$ cat src/rtl/srm_regs.svh
/*
  Constants for the special register move unit: bit positions, masks, reset values and sizes.
  Assumes big-endian bit numbering folded onto [31:0] words, doc bit 32+k at position 31-k.
*/
`ifndef SRM_REGS_SVH
`define SRM_REGS_SVH

`define SRM_WORD_W 32
`define SRM_OPND_W 64
`define SRM_FIELDS 8
`define SRM_NIBBLE 4
`define SRM_WORD_HI 31
`define SRM_ZERO32 32'h0000_0000
`define SRM_ONES32 32'hffff_ffff
`define SRM_ONE32 32'h0000_0001

// operand slices for messages, low word of a 64-bit operand
`define SRM_MSG_TYPE_HI 31
`define SRM_MSG_TYPE_LO 27
`define SRM_MSG_PAY_HI 26
`define SRM_MSG_TYPE_W 5
`define SRM_MSG_PAY_W 27
`define SRM_MSG_TYPES 32

// status/control register bit positions
`define SRM_FP_FX 31
`define SRM_FP_FEX 30
`define SRM_FP_VX 29
`define SRM_FP_OX 28
`define SRM_FP_UX 27
`define SRM_FP_ZX 26
`define SRM_FP_XX 25
`define SRM_FP_VE 7
`define SRM_FP_OE 6
`define SRM_FP_UE 5
`define SRM_FP_ZE 4
`define SRM_FP_XE 3
`define SRM_FP_EXC_MASK 32'h1ff8_0700
`define SRM_FP_VX_MASK 32'h01f8_0700
`define SRM_FP_IDX_FEX 5'h01
`define SRM_FP_IDX_VX 5'h02
`define SRM_FP_RESET 32'h0000_0000
`define SRM_CR_FIELD1_HI 27
`define SRM_CR_FIELD1_LO 24
`define SRM_CR_RESET 32'h0000_0000

// machine state register bit positions
`define SRM_MSR_CM 31
`define SRM_MSR_GS 28
`define SRM_MSR_WE 18
`define SRM_MSR_CE 17
`define SRM_MSR_EE 16
`define SRM_MSR_PR 14
`define SRM_MSR_FP 13
`define SRM_MSR_ME 12
`define SRM_MSR_GUEST_KEEP 32'h1004_1000
`define SRM_MSR_RESET 32'h0000_0000

// device control registers
`define SRM_DCRN_W 10
`define SRM_DCR_AW 5
`define SRM_DCR_DEPTH 32
`define SRM_DCR_HI_ZERO 5'h00

`endif

$ cat src/rtl/srm_pkg.sv
/*
  Types of the special register move unit.
  Assumes the decoder hands one operation kind per request.
*/
package srm_pkg;
  typedef enum logic [3:0] {
    SRM_OP_CR_WRITE,
    SRM_OP_DCR_WRITE,
    SRM_OP_MSR_WRITE,
    SRM_OP_FP_BIT_CLR,
    SRM_OP_FP_BIT_SET,
    SRM_OP_FP_FIELDS,
    SRM_OP_FP_FIELD_IMM,
    SRM_OP_MSG_SEND,
    SRM_OP_MSG_CLR
  } srm_op_type;
endpackage : srm_pkg

$ cat src/rtl/srm_dcr_mem.sv
/*
  Device control register storage: one write port, one registered read port.
  Assumes both ports run on the core clock; the array itself has no reset.
*/
`include "srm_regs.svh"
`timescale 1ns/1ps
`default_nettype none
module srm_dcr_mem (
  input wire logic clk,
  input wire logic rst_b,
  input wire logic wr_en,
  input wire logic [`SRM_DCR_AW-1:0] wr_addr,
  input wire logic [`SRM_WORD_W-1:0] wr_data,
  input wire logic [`SRM_DCR_AW-1:0] rd_addr,
  output logic [`SRM_WORD_W-1:0] rd_data
);
  logic [`SRM_WORD_W-1:0] mem [`SRM_DCR_DEPTH];
  logic [`SRM_WORD_W-1:0] rd_data_r;

  always_ff @(posedge clk) begin
    if (wr_en) begin
      mem[wr_addr] <= wr_data;
    end
  end

  // read returns the old word on a same-address write
  always_ff @(posedge clk or negedge rst_b) begin
    if (!rst_b) begin
      rd_data_r <= `SRM_ZERO32;
    end else begin
      rd_data_r <= mem[rd_addr];
    end
  end

  assign rd_data = rd_data_r;
endmodule : srm_dcr_mem
`default_nettype wire

$ cat src/rtl/srm_fp_merge.sv
/*
  Merges a write into the floating-point status/control word and recomputes the summary bits.
  Assumes the enabled and invalid summary positions are always recomputed, whatever sel covers.
*/
`include "srm_regs.svh"
`timescale 1ns/1ps
`default_nettype none
module srm_fp_merge (
  input wire logic [`SRM_WORD_W-1:0] old_val,
  input wire logic [`SRM_WORD_W-1:0] cand,
  input wire logic [`SRM_WORD_W-1:0] sel,
  input wire logic fx_auto,
  output logic [`SRM_WORD_W-1:0] result
);
  logic [`SRM_WORD_W-1:0] v;
  logic rise;
  logic enabled_exception_summary;

  always_comb begin
    v = (old_val & ~sel) | (cand & sel);
    rise = |(v & ~old_val & `SRM_FP_EXC_MASK);
    enabled_exception_summary = (v[`SRM_FP_OX] & v[`SRM_FP_OE]) | (v[`SRM_FP_UX] & v[`SRM_FP_UE]) |
          (v[`SRM_FP_ZX] & v[`SRM_FP_ZE]) | (v[`SRM_FP_XX] & v[`SRM_FP_XE]) |
          ((|(v & `SRM_FP_VX_MASK)) & v[`SRM_FP_VE]);
    result = v;
    // a directly written summary bit keeps the written value
    result[`SRM_FP_FX] = v[`SRM_FP_FX] | (fx_auto & rise);
    result[`SRM_FP_VX] = |(v & `SRM_FP_VX_MASK);
    result[`SRM_FP_FEX] = enabled_exception_summary;
  end
endmodule : srm_fp_merge
`default_nettype wire

$ cat src/rtl/srm_top.sv
/*
  Special register move unit: condition, fp status, machine state and device control writes,
  plus message send and message clear.
  Assumes a decoder presents one operation with op_valid and holds it until op_ready is seen;
  incoming message and interrupt-taken strobes are on the core clock.
*/
// Overview of operation
// - message clear takes type from operand bits 32-36, cancels that pending exception.
// - a cancelled pending message stays cancelled when its enable later turns on.
// - message send broadcasts type bits 32-36 and payload bits 37-63.
// - every sent message is delivered; none is dropped; receivers may ignore it.
// - a message send orders like a store against a full memory barrier.
// - message send, message clear and device register writes need hypervisor state.
// - condition write copies each masked 4-bit source field; unmasked fields stay.
// - device register write stores source bits 32-63 into the selected register.
// - bit clear zeroes status bit index+32, except bits 33 and 34.
// - bit set sets status bit index+32, updates exception summary; not 33 or 34.
// - with record bit, summary, enabled, invalid and overflow go to condition field 1.
// - masked field move loads status field i+8 from the source low word.
// - masked field move changes exception summary only when mask bit 0 is set.
// - top field write takes bits 32 and 35 directly; 33 and 34 are computed.
// - immediate field move writes its nibble; summary changes only for field 0.
// - fp status moves with fp unavailable raise an unavailable exception instead.
// - machine state write loads bits 32-63; width bit change clears fetch high half.
// - in guest supervisor state, guest, machine check and protected bits are kept.
// - machine state write allowed in guest supervisor or higher; user gets privilege fault.
// - interrupt enable changes act at completion so pending interrupts are taken next.
`include "srm_regs.svh"
`timescale 1ns/1ps
`default_nettype none
module srm_top (
  input wire logic clk,
  input wire logic rst_b,
  input wire logic op_valid,
  input wire srm_pkg::srm_op_type op_kind,
  input wire logic [`SRM_OPND_W-1:0] op_operand,
  input wire logic [`SRM_FIELDS-1:0] op_field_mask,
  input wire logic [4:0] op_index,
  input wire logic [`SRM_NIBBLE-1:0] op_imm,
  input wire logic op_record,
  input wire logic [`SRM_DCRN_W-1:0] op_dcrn,
  input wire logic [`SRM_WORD_W-1:0] guest_protect_register,
  input wire logic msg_rx_valid,
  input wire logic [`SRM_MSG_TYPE_W-1:0] msg_rx_type,
  input wire logic msg_irq_taken,
  input wire logic [`SRM_MSG_TYPE_W-1:0] msg_irq_taken_type,
  input wire logic msg_tx_ready,
  input wire logic barrier_req,
  input wire logic [`SRM_DCR_AW-1:0] dcr_rd_addr,
  output logic op_ready,
  output logic op_done,
  output logic exc_priv,
  output logic exc_fp_unavail,
  output logic [`SRM_WORD_W-1:0] condition_register,
  output logic [`SRM_WORD_W-1:0] fp_status_control_reg,
  output logic [`SRM_WORD_W-1:0] machine_state_reg,
  output logic fetch_hi_clear,
  output logic irq_recheck,
  output logic msg_tx_valid,
  output logic [`SRM_MSG_TYPE_W-1:0] msg_tx_type,
  output logic [`SRM_MSG_PAY_W-1:0] msg_tx_payload,
  output logic [`SRM_MSG_TYPES-1:0] msg_pending,
  output logic barrier_ack,
  output logic [`SRM_WORD_W-1:0] dcr_rd_data
);
  // expands an 8-bit field mask into nibble selects, field 0 at the top
  function automatic logic [`SRM_WORD_W-1:0] nibble_mask(input logic [`SRM_FIELDS-1:0] m);
    logic [`SRM_WORD_W-1:0] r;
    r = `SRM_ZERO32;
    for (int i = 0; i < `SRM_FIELDS; i++) begin
      if (m[i]) begin
        r[`SRM_WORD_HI - `SRM_NIBBLE*i -: `SRM_NIBBLE] = {`SRM_NIBBLE{1'b1}};
      end
    end
    return r;
  endfunction : nibble_mask

  // one-hot of a message type
  function automatic logic [`SRM_MSG_TYPES-1:0] type_hot(input logic [`SRM_MSG_TYPE_W-1:0] t);
    return `SRM_ONE32 << t;
  endfunction : type_hot

  logic op_ready_r;
  logic op_done_r;
  logic exc_priv_r;
  logic exc_fp_unavail_r;
  logic [`SRM_WORD_W-1:0] cr_r;
  logic [`SRM_WORD_W-1:0] fp_r;
  logic [`SRM_WORD_W-1:0] msr_r;
  logic fetch_hi_clear_r;
  logic irq_recheck_r;
  logic msg_tx_valid_r;
  logic [`SRM_MSG_TYPE_W-1:0] msg_tx_type_r;
  logic [`SRM_MSG_PAY_W-1:0] msg_tx_payload_r;
  logic [`SRM_MSG_TYPES-1:0] pending_r;
  logic barrier_ack_r;

  logic take;
  logic is_fp;
  logic is_hv_op;
  logic hyper;
  logic guest_sup;
  logic user;
  logic fault_fp;
  logic fault_priv;
  logic exec;
  logic [`SRM_WORD_W-1:0] src_lo;
  logic [`SRM_WORD_W-1:0] fp_sel;
  logic [`SRM_WORD_W-1:0] fp_cand;
  logic fp_fx_auto;
  logic [`SRM_WORD_W-1:0] fp_merged;
  logic [`SRM_WORD_W-1:0] msr_keep;
  logic [`SRM_WORD_W-1:0] msr_nxt;
  logic [`SRM_DCRN_W-1:0] dcr_num;
  logic dcr_wr;
  logic tx_done;

  assign src_lo = op_operand[`SRM_WORD_W-1:0];
  assign take = op_valid & op_ready_r;
  assign tx_done = msg_tx_valid_r & msg_tx_ready;

  // privilege state follows the stored machine state word
  always_comb begin
    user = msr_r[`SRM_MSR_PR];
    guest_sup = ~msr_r[`SRM_MSR_PR] & msr_r[`SRM_MSR_GS];
    hyper = ~msr_r[`SRM_MSR_PR] & ~msr_r[`SRM_MSR_GS];
    is_fp = 1'b0;
    is_hv_op = 1'b0;
    case (op_kind)
      srm_pkg::SRM_OP_FP_BIT_CLR,
      srm_pkg::SRM_OP_FP_BIT_SET,
      srm_pkg::SRM_OP_FP_FIELDS,
      srm_pkg::SRM_OP_FP_FIELD_IMM: begin
        is_fp = 1'b1;
      end
      srm_pkg::SRM_OP_DCR_WRITE,
      srm_pkg::SRM_OP_MSG_SEND,
      srm_pkg::SRM_OP_MSG_CLR: begin
        is_hv_op = 1'b1;
      end
      default: begin
        is_fp = 1'b0;
      end
    endcase
    fault_fp = is_fp & ~msr_r[`SRM_MSR_FP];
    fault_priv = (is_hv_op & ~hyper) |
                 ((op_kind == srm_pkg::SRM_OP_MSR_WRITE) & user);
    exec = take & ~fault_fp & ~fault_priv;
  end

  // status word write selects; summary positions 33 and 34 never take operand bits
  always_comb begin
    fp_sel = `SRM_ZERO32;
    fp_cand = `SRM_ZERO32;
    fp_fx_auto = 1'b0;
    case (op_kind)
      srm_pkg::SRM_OP_FP_BIT_CLR: begin
        if (op_index != `SRM_FP_IDX_FEX && op_index != `SRM_FP_IDX_VX) begin
          fp_sel = `SRM_ONE32 << (`SRM_WORD_HI - op_index);
        end
      end
      srm_pkg::SRM_OP_FP_BIT_SET: begin
        if (op_index != `SRM_FP_IDX_FEX && op_index != `SRM_FP_IDX_VX) begin
          fp_sel = `SRM_ONE32 << (`SRM_WORD_HI - op_index);
        end
        fp_cand = `SRM_ONES32;
        fp_fx_auto = 1'b1;
      end
      srm_pkg::SRM_OP_FP_FIELDS: begin
        // the top nibble mask covers the summary bit only when mask bit 0 is set
        fp_sel = nibble_mask(op_field_mask);
        fp_cand = src_lo;
      end
      srm_pkg::SRM_OP_FP_FIELD_IMM: begin
        fp_sel = nibble_mask(`SRM_FIELDS'(1) << op_index[2:0]);
        fp_cand = {`SRM_FIELDS{op_imm}};
      end
      default: begin
        fp_sel = `SRM_ZERO32;
      end
    endcase
  end

  srm_fp_merge u_fp_merge (
    .old_val(fp_r),
    .cand(fp_cand),
    .sel(fp_sel),
    .fx_auto(fp_fx_auto),
    .result(fp_merged)
  );

  // guest writes keep guest state, machine check enable, wait enable and protected bits
  always_comb begin
    msr_keep = guest_sup ? (`SRM_MSR_GUEST_KEEP | guest_protect_register) : `SRM_ZERO32;
    msr_nxt = (msr_r & msr_keep) | (src_lo & ~msr_keep);
  end

  // the number field arrives with its halves exchanged
  assign dcr_num = {op_dcrn[`SRM_DCR_AW-1:0], op_dcrn[`SRM_DCRN_W-1:`SRM_DCR_AW]};
  // numbers beyond the implemented registers are silently dropped
  assign dcr_wr = exec & (op_kind == srm_pkg::SRM_OP_DCR_WRITE) &
                  (dcr_num[`SRM_DCRN_W-1:`SRM_DCR_AW] == `SRM_DCR_HI_ZERO);

  srm_dcr_mem u_dcr_mem (
    .clk(clk),
    .rst_b(rst_b),
    .wr_en(dcr_wr),
    .wr_addr(dcr_num[`SRM_DCR_AW-1:0]),
    .wr_data(src_lo),
    .rd_addr(dcr_rd_addr),
    .rd_data(dcr_rd_data)
  );

  // request handshake and completion pulses; a send holds off new requests until delivered
  always_ff @(posedge clk or negedge rst_b) begin
    if (!rst_b) begin
      op_ready_r <= 1'b1;
      op_done_r <= 1'b0;
      exc_priv_r <= 1'b0;
      exc_fp_unavail_r <= 1'b0;
    end else begin
      exc_priv_r <= take & fault_priv;
      exc_fp_unavail_r <= take & fault_fp;
      if (exec && op_kind == srm_pkg::SRM_OP_MSG_SEND) begin
        op_ready_r <= 1'b0;
        op_done_r <= 1'b0;
      end else if (tx_done) begin
        op_ready_r <= 1'b1;
        op_done_r <= 1'b1;
      end else begin
        op_done_r <= exec;
      end
    end
  end

  always_ff @(posedge clk or negedge rst_b) begin
    if (!rst_b) begin
      cr_r <= `SRM_CR_RESET;
    end else if (exec && op_kind == srm_pkg::SRM_OP_CR_WRITE) begin
      cr_r <= (cr_r & ~nibble_mask(op_field_mask)) | (src_lo & nibble_mask(op_field_mask));
    end else if (exec && is_fp && op_record) begin
      cr_r[`SRM_CR_FIELD1_HI:`SRM_CR_FIELD1_LO] <= fp_merged[`SRM_FP_FX:`SRM_FP_OX];
    end
  end

  always_ff @(posedge clk or negedge rst_b) begin
    if (!rst_b) begin
      fp_r <= `SRM_FP_RESET;
    end else if (exec && is_fp) begin
      fp_r <= fp_merged;
    end
  end

  always_ff @(posedge clk or negedge rst_b) begin
    if (!rst_b) begin
      msr_r <= `SRM_MSR_RESET;
      fetch_hi_clear_r <= 1'b0;
      irq_recheck_r <= 1'b0;
    end else begin
      fetch_hi_clear_r <= 1'b0;
      irq_recheck_r <= 1'b0;
      if (exec && op_kind == srm_pkg::SRM_OP_MSR_WRITE) begin
        msr_r <= msr_nxt;
        fetch_hi_clear_r <= msr_nxt[`SRM_MSR_CM] != msr_r[`SRM_MSR_CM];
        // new enables are visible the cycle the write completes
        irq_recheck_r <= 1'b1;
      end
    end
  end

  // outgoing message holds until the fabric accepts it, so none is lost
  always_ff @(posedge clk or negedge rst_b) begin
    if (!rst_b) begin
      msg_tx_valid_r <= 1'b0;
      msg_tx_type_r <= `SRM_MSG_TYPE_W'(0);
      msg_tx_payload_r <= `SRM_MSG_PAY_W'(0);
    end else if (exec && op_kind == srm_pkg::SRM_OP_MSG_SEND) begin
      msg_tx_valid_r <= 1'b1;
      msg_tx_type_r <= op_operand[`SRM_MSG_TYPE_HI:`SRM_MSG_TYPE_LO];
      msg_tx_payload_r <= op_operand[`SRM_MSG_PAY_HI:0];
    end else if (tx_done) begin
      msg_tx_valid_r <= 1'b0;
    end
  end

  // pending message exceptions; an arrival in the clearing cycle survives the clear
  always_ff @(posedge clk or negedge rst_b) begin
    if (!rst_b) begin
      pending_r <= `SRM_ZERO32;
    end else begin
      pending_r <= (pending_r &
                    ~((exec && op_kind == srm_pkg::SRM_OP_MSG_CLR) ?
                      type_hot(op_operand[`SRM_MSG_TYPE_HI:`SRM_MSG_TYPE_LO]) : `SRM_ZERO32) &
                    ~(msg_irq_taken ? type_hot(msg_irq_taken_type) : `SRM_ZERO32)) |
                   (msg_rx_valid ? type_hot(msg_rx_type) : `SRM_ZERO32);
    end
  end

  // a barrier completes only once no send is waiting or being started
  always_ff @(posedge clk or negedge rst_b) begin
    if (!rst_b) begin
      barrier_ack_r <= 1'b0;
    end else begin
      barrier_ack_r <= barrier_req & ~barrier_ack_r & ~msg_tx_valid_r &
                       ~(exec && op_kind == srm_pkg::SRM_OP_MSG_SEND);
    end
  end

  assign op_ready = op_ready_r;
  assign op_done = op_done_r;
  assign exc_priv = exc_priv_r;
  assign exc_fp_unavail = exc_fp_unavail_r;
  assign condition_register = cr_r;
  assign fp_status_control_reg = fp_r;
  assign machine_state_reg = msr_r;
  assign fetch_hi_clear = fetch_hi_clear_r;
  assign irq_recheck = irq_recheck_r;
  assign msg_tx_valid = msg_tx_valid_r;
  assign msg_tx_type = msg_tx_type_r;
  assign msg_tx_payload = msg_tx_payload_r;
  assign msg_pending = pending_r;
  assign barrier_ack = barrier_ack_r;
endmodule : srm_top
`default_nettype wire

$ cat config.mk
export PLATFORM = sky130hd
export DESIGN_NAME = srm_top
export DESIGN_NICKNAME = d
export VERILOG_FILES = /design/src/rtl/srm_pkg.sv /design/src/rtl/srm_dcr_mem.sv /design/src/rtl/srm_fp_merge.sv /design/src/rtl/srm_top.sv
export VERILOG_INCLUDE_DIRS = /design/src /design/src/rtl
export SDC_FILE = /design/constraint.sdc
export NUM_CORES = 1
export LEC_CHECK = 0
export BUFFER_PORTS_ARGS = -buffer_cell sky130_fd_sc_hd__buf_2
export CELL_PAD_IN_SITES_DETAIL_PLACEMENT = 1
export CELL_PAD_IN_SITES_GLOBAL_PLACEMENT = 1
export CORE_ASPECT_RATIO = 0.75
export CORE_MARGIN = 2
export CORE_UTILIZATION = 57
export CTS_CLUSTER_SIZE = 10
export DETAILED_ROUTE_END_ITERATION = 6
export GPL_TIMING_DRIVEN = 0
export MAX_ROUTING_LAYER = met4
export PLACE_DENSITY = 0.84
export SETUP_SLACK_MARGIN = 0.02
export SYNTH_ARGS = -nofsm -noshare
export SYNTH_HDL_FRONTEND = slang
export SYNTH_SLANG_ARGS = --single-unit
$ cat constraint.sdc
create_clock -name clk -period 7.9 [get_ports clk]
set_input_delay 0.395 -clock clk [delete_from_list [all_inputs] [get_ports clk]]
set_output_delay 0.395 -clock clk [all_outputs]
set_load 0.03 [all_outputs]
==> impl_metrics.env <==
export IMPL_final_area_sq_um=56400
export IMPL_setup_viol_count_final=0
export IMPL_clkLatencyLatePin_ns=0.76
export IMPL_synth_top_cell_area_share=0.642
export IMPL_synthTopCellsByCount="edfxtp_1 (1024), mux4_2 (320), dfrtp_1 (199), mux2_2 (117), o21ai_0 (89)"
export IMPL_seq_area_frac_synth=0.746
export IMPL_synthArstFlopShare=0.163
export IMPL_cts_tree="yes"
export IMPL_drv_slew=0
export IMPL_ios=350
export IMPL_cts_inserted_buffers=142
export IMPL_wl_met3_microns=17300
export IMPL_finalHoldWorstSlack_ns=0.0319
export IMPL_max_cap_viol_count=0
export IMPL_power_mw=14.2
export IMPL_core_sq_um=83700
export IMPL_vias=28101
export IMPL_slowest_delay_ns=0.86
export IMPL_finalClockSkew_ns=0.0415
export IMPL_wl_microns=157000
export IMPL_die_w_microns=339
export IMPL_netlist_area_sq_um=47900
export IMPL_max_freq_ghz=0.279
export IMPL_cp_max_fo=17
export IMPL_clock_path_buffers=3
export IMPL_clkSinkCount=1224
export IMPL_setup_tns_ns=0
export IMPL_period_minus_slack_ns=3.59
export IMPL_grt_pass1_vias=29404
export IMPL_synthFlopType="edfxtp_1"
export IMPL_drt_pass1_iter_count=5
export IMPL_rsz0062_at_grt="false"
export IMPL_grt_usage=0.381
export IMPL_final_util=0.674
export IMPL_r2r_slack_ns=4.31
export IMPL_nets=2945
export IMPL_synth_top_area_cell="edfxtp_1"
export IMPL_drive_gt1_frac=0.360
export IMPL_tightestPinTransition_ns=1.38
export IMPL_root_buffer="clkbuf_16"
export IMPL_synth_most_common_cell="edfxtp_1"
export IMPL_synth_warnings=0
export IMPL_postPlaceCellArea_sq_um=52000
export IMPL_cts_resized=0
export IMPL_r2r_end="u_dcr_mem.mem[0][11]"
export IMPL_largest_reg_flops=1024
export IMPL_hpwlAfterDp_microns=94900
export IMPL_die_h_microns=255
export IMPL_synth_seq_cells=1224
export IMPL_wl_met2_microns=76400
export IMPL_cp_cell_sequence="nor2_1 -> o21ai_1 -> or3_4 -> nor3_2 -> and4b_1 -> nand2_1 -> nor2_4 -> buf_16"
export IMPL_routedWlPerCell_microns=39.0
export IMPL_grt_pass1_wl_microns=221000
export IMPL_synth_edf_count=1024
export IMPL_critical_path_arrival_ns=4.03
export IMPL_status="finished clean"
export IMPL_vdd_drop_max_mv=0.226
export IMPL_grt_max_degree=121
export IMPL_fin_crit_sh=0.454
export IMPL_syn_avg_cell_area_sq_um=20.9
export IMPL_path_class="flip-flop to flip-flop"
export IMPL_rr_worst_depth=8
export IMPL_die_area_sq_um=86400
export IMPL_required_ns=8.35
export IMPL_end_kind="flip-flop"
export IMPL_grt_antenna_before_repair=10
export IMPL_vias_per_cell=6.97
export IMPL_p_leak_nw=19.6
export IMPL_critPathLaunchType="flip-flop"
export IMPL_hold_path_class="primary input to flip-flop"
export IMPL_hp_start="msg_rx_type[1]"
export IMPL_drc=0
export IMPL_place_congestion=0.890
export IMPL_min_path_cells=3
export IMPL_initial_core_util=0.573
export IMPL_synth_nets=2446
export IMPL_clk_pin_slew_ns=0.06
export IMPL_synthCells=2296
export IMPL_regMostFlops="u_dcr_mem.mem"
export IMPL_synth_area_top_cells="edfxtp_1 (64%), mux4_2 (15%), dfrtp_1 (10%)"
export IMPL_cts_max_level=4
export IMPL_std_cell_rows=92
export IMPL_post_synth_num_cell_types=78
export IMPL_ant_nets=0
export IMPL_io_buffers=306
export IMPL_area_delta_synth_final_pct=17.6
export IMPL_final_hold_violation_count=0
export IMPL_drt_iter0_markers=4035
export IMPL_min_to="msg_pending[14]"
export IMPL_relSlewSlack=0.0786
export IMPL_p_per_area_nw_per_um2=252
export IMPL_grt_overflow_total=0
export IMPL_crit_slowest_cell="nor2_4"
export IMPL_top_layer="met4"
export IMPL_m1WireLength_microns=57700
-- power breakdown --
group / switching [mW] / internal [mW] / leakage, nW
clock: 2.70 / 3.49 / 2.03
combinational: 0.607 / 0.303 / 5.72
sequential: 0.0401 / 7.06 / 11.8
-- routing by layer --
layer  global-route usage  vias up
met5                    -        -
met4                0.139        0
met3               0.0779      346
met2                0.596     2326
met1                0.506    14906
li1                     -    10523
-- per-stage QoR --
step,setup WS [ns],std cells
6_report,4.31,4032
3_5_place_dp,3.98,3767
3_3_place_gp,1.97,3730
5_1_grt,4.27,4030
2_1_floorplan,4.20,2296
4_1_cts,4.43,4025
-- cells in the final DEF, fill, tap and decap left out, types with 7 or more instances in the layout --
cell type      instances
edfxtp_1            1024
mux2i_1               12
nand2b_1              22
mux2_1                14
dlygate4sd3_1         12
o21ai_2               11
clkbuf_1             134
inv_1                  8
buf_16                13
and3_1                 7
nand3b_1               7
o21ai_1               13
buf_12                24
nand2_1               74
mux4_2               320
buf_2                328
buf_1                 29
a21oi_1               26
o21ai_0               89
dfrtp_1              199
clkbuf_16            143
o221ai_1              33
mux2_2               117
diode_2                7
nor2_4                32
nand3_1               17
nor2b_1               19
nor2_1                36
-- cell type report --
class                      count  area [sq um]
antenna                        7          17.5
buffer                       114           493
clock buffer                 229          3960
clock inverter                17           307
fill                        6845         27300
inverter                      10          37.5
multi-input combinational    948         11900
sequential                  1224         35800
tap                         1128          1410
timing repair buffer         355          2500
-- worst max-delay path, delay by kind of cell, from the launching register on --
kind,cells,cell delay [ns]
simple gates,6,2.43
flops,1,0.46
buf+inv,1,0.26
compound gates,1,0.09
-- worst max-delay path by stage --
| stage | startpoint | to | slack, ns | depth (start not counted) |
|---|---|---|---|---|
| 4_1_cts | flip-flop | u_dcr_mem.mem[0][11] | 4.43 | 8 |
| 5_1_grt | flip-flop | u_dcr_mem.mem[0][11] | 4.27 | 8 |
| 2_1_floorplan | op_kind[1] | u_dcr_mem.mem[24][0] | 4.20 | 9 |
| 6_report | flip-flop | u_dcr_mem.mem[0][11] | 4.31 | 8 |
| 3_5_place_dp | op_kind[0] | u_dcr_mem.mem[2][7] | 3.98 | 9 |
| 3_3_place_gp | op_kind[0] | u_dcr_mem.mem[12][3] | 1.97 | 8 |
-- kinds of logic after synthesis --
kind of cell,after synthesis,synth area share
xor+xnor,3,0.000705
simple gates,263,0.0288
mux,465,0.184
flops,1224,0.746
buf+inv,124,0.0110
compound gates,217,0.0292
-- repair_timing --
item / in CTS / in global routing
setup buffers: 0 / 0
hold endpoints to repair: 94 / 0
hold buffers: 12 / 0
Power figures use the tool's default switching activity.
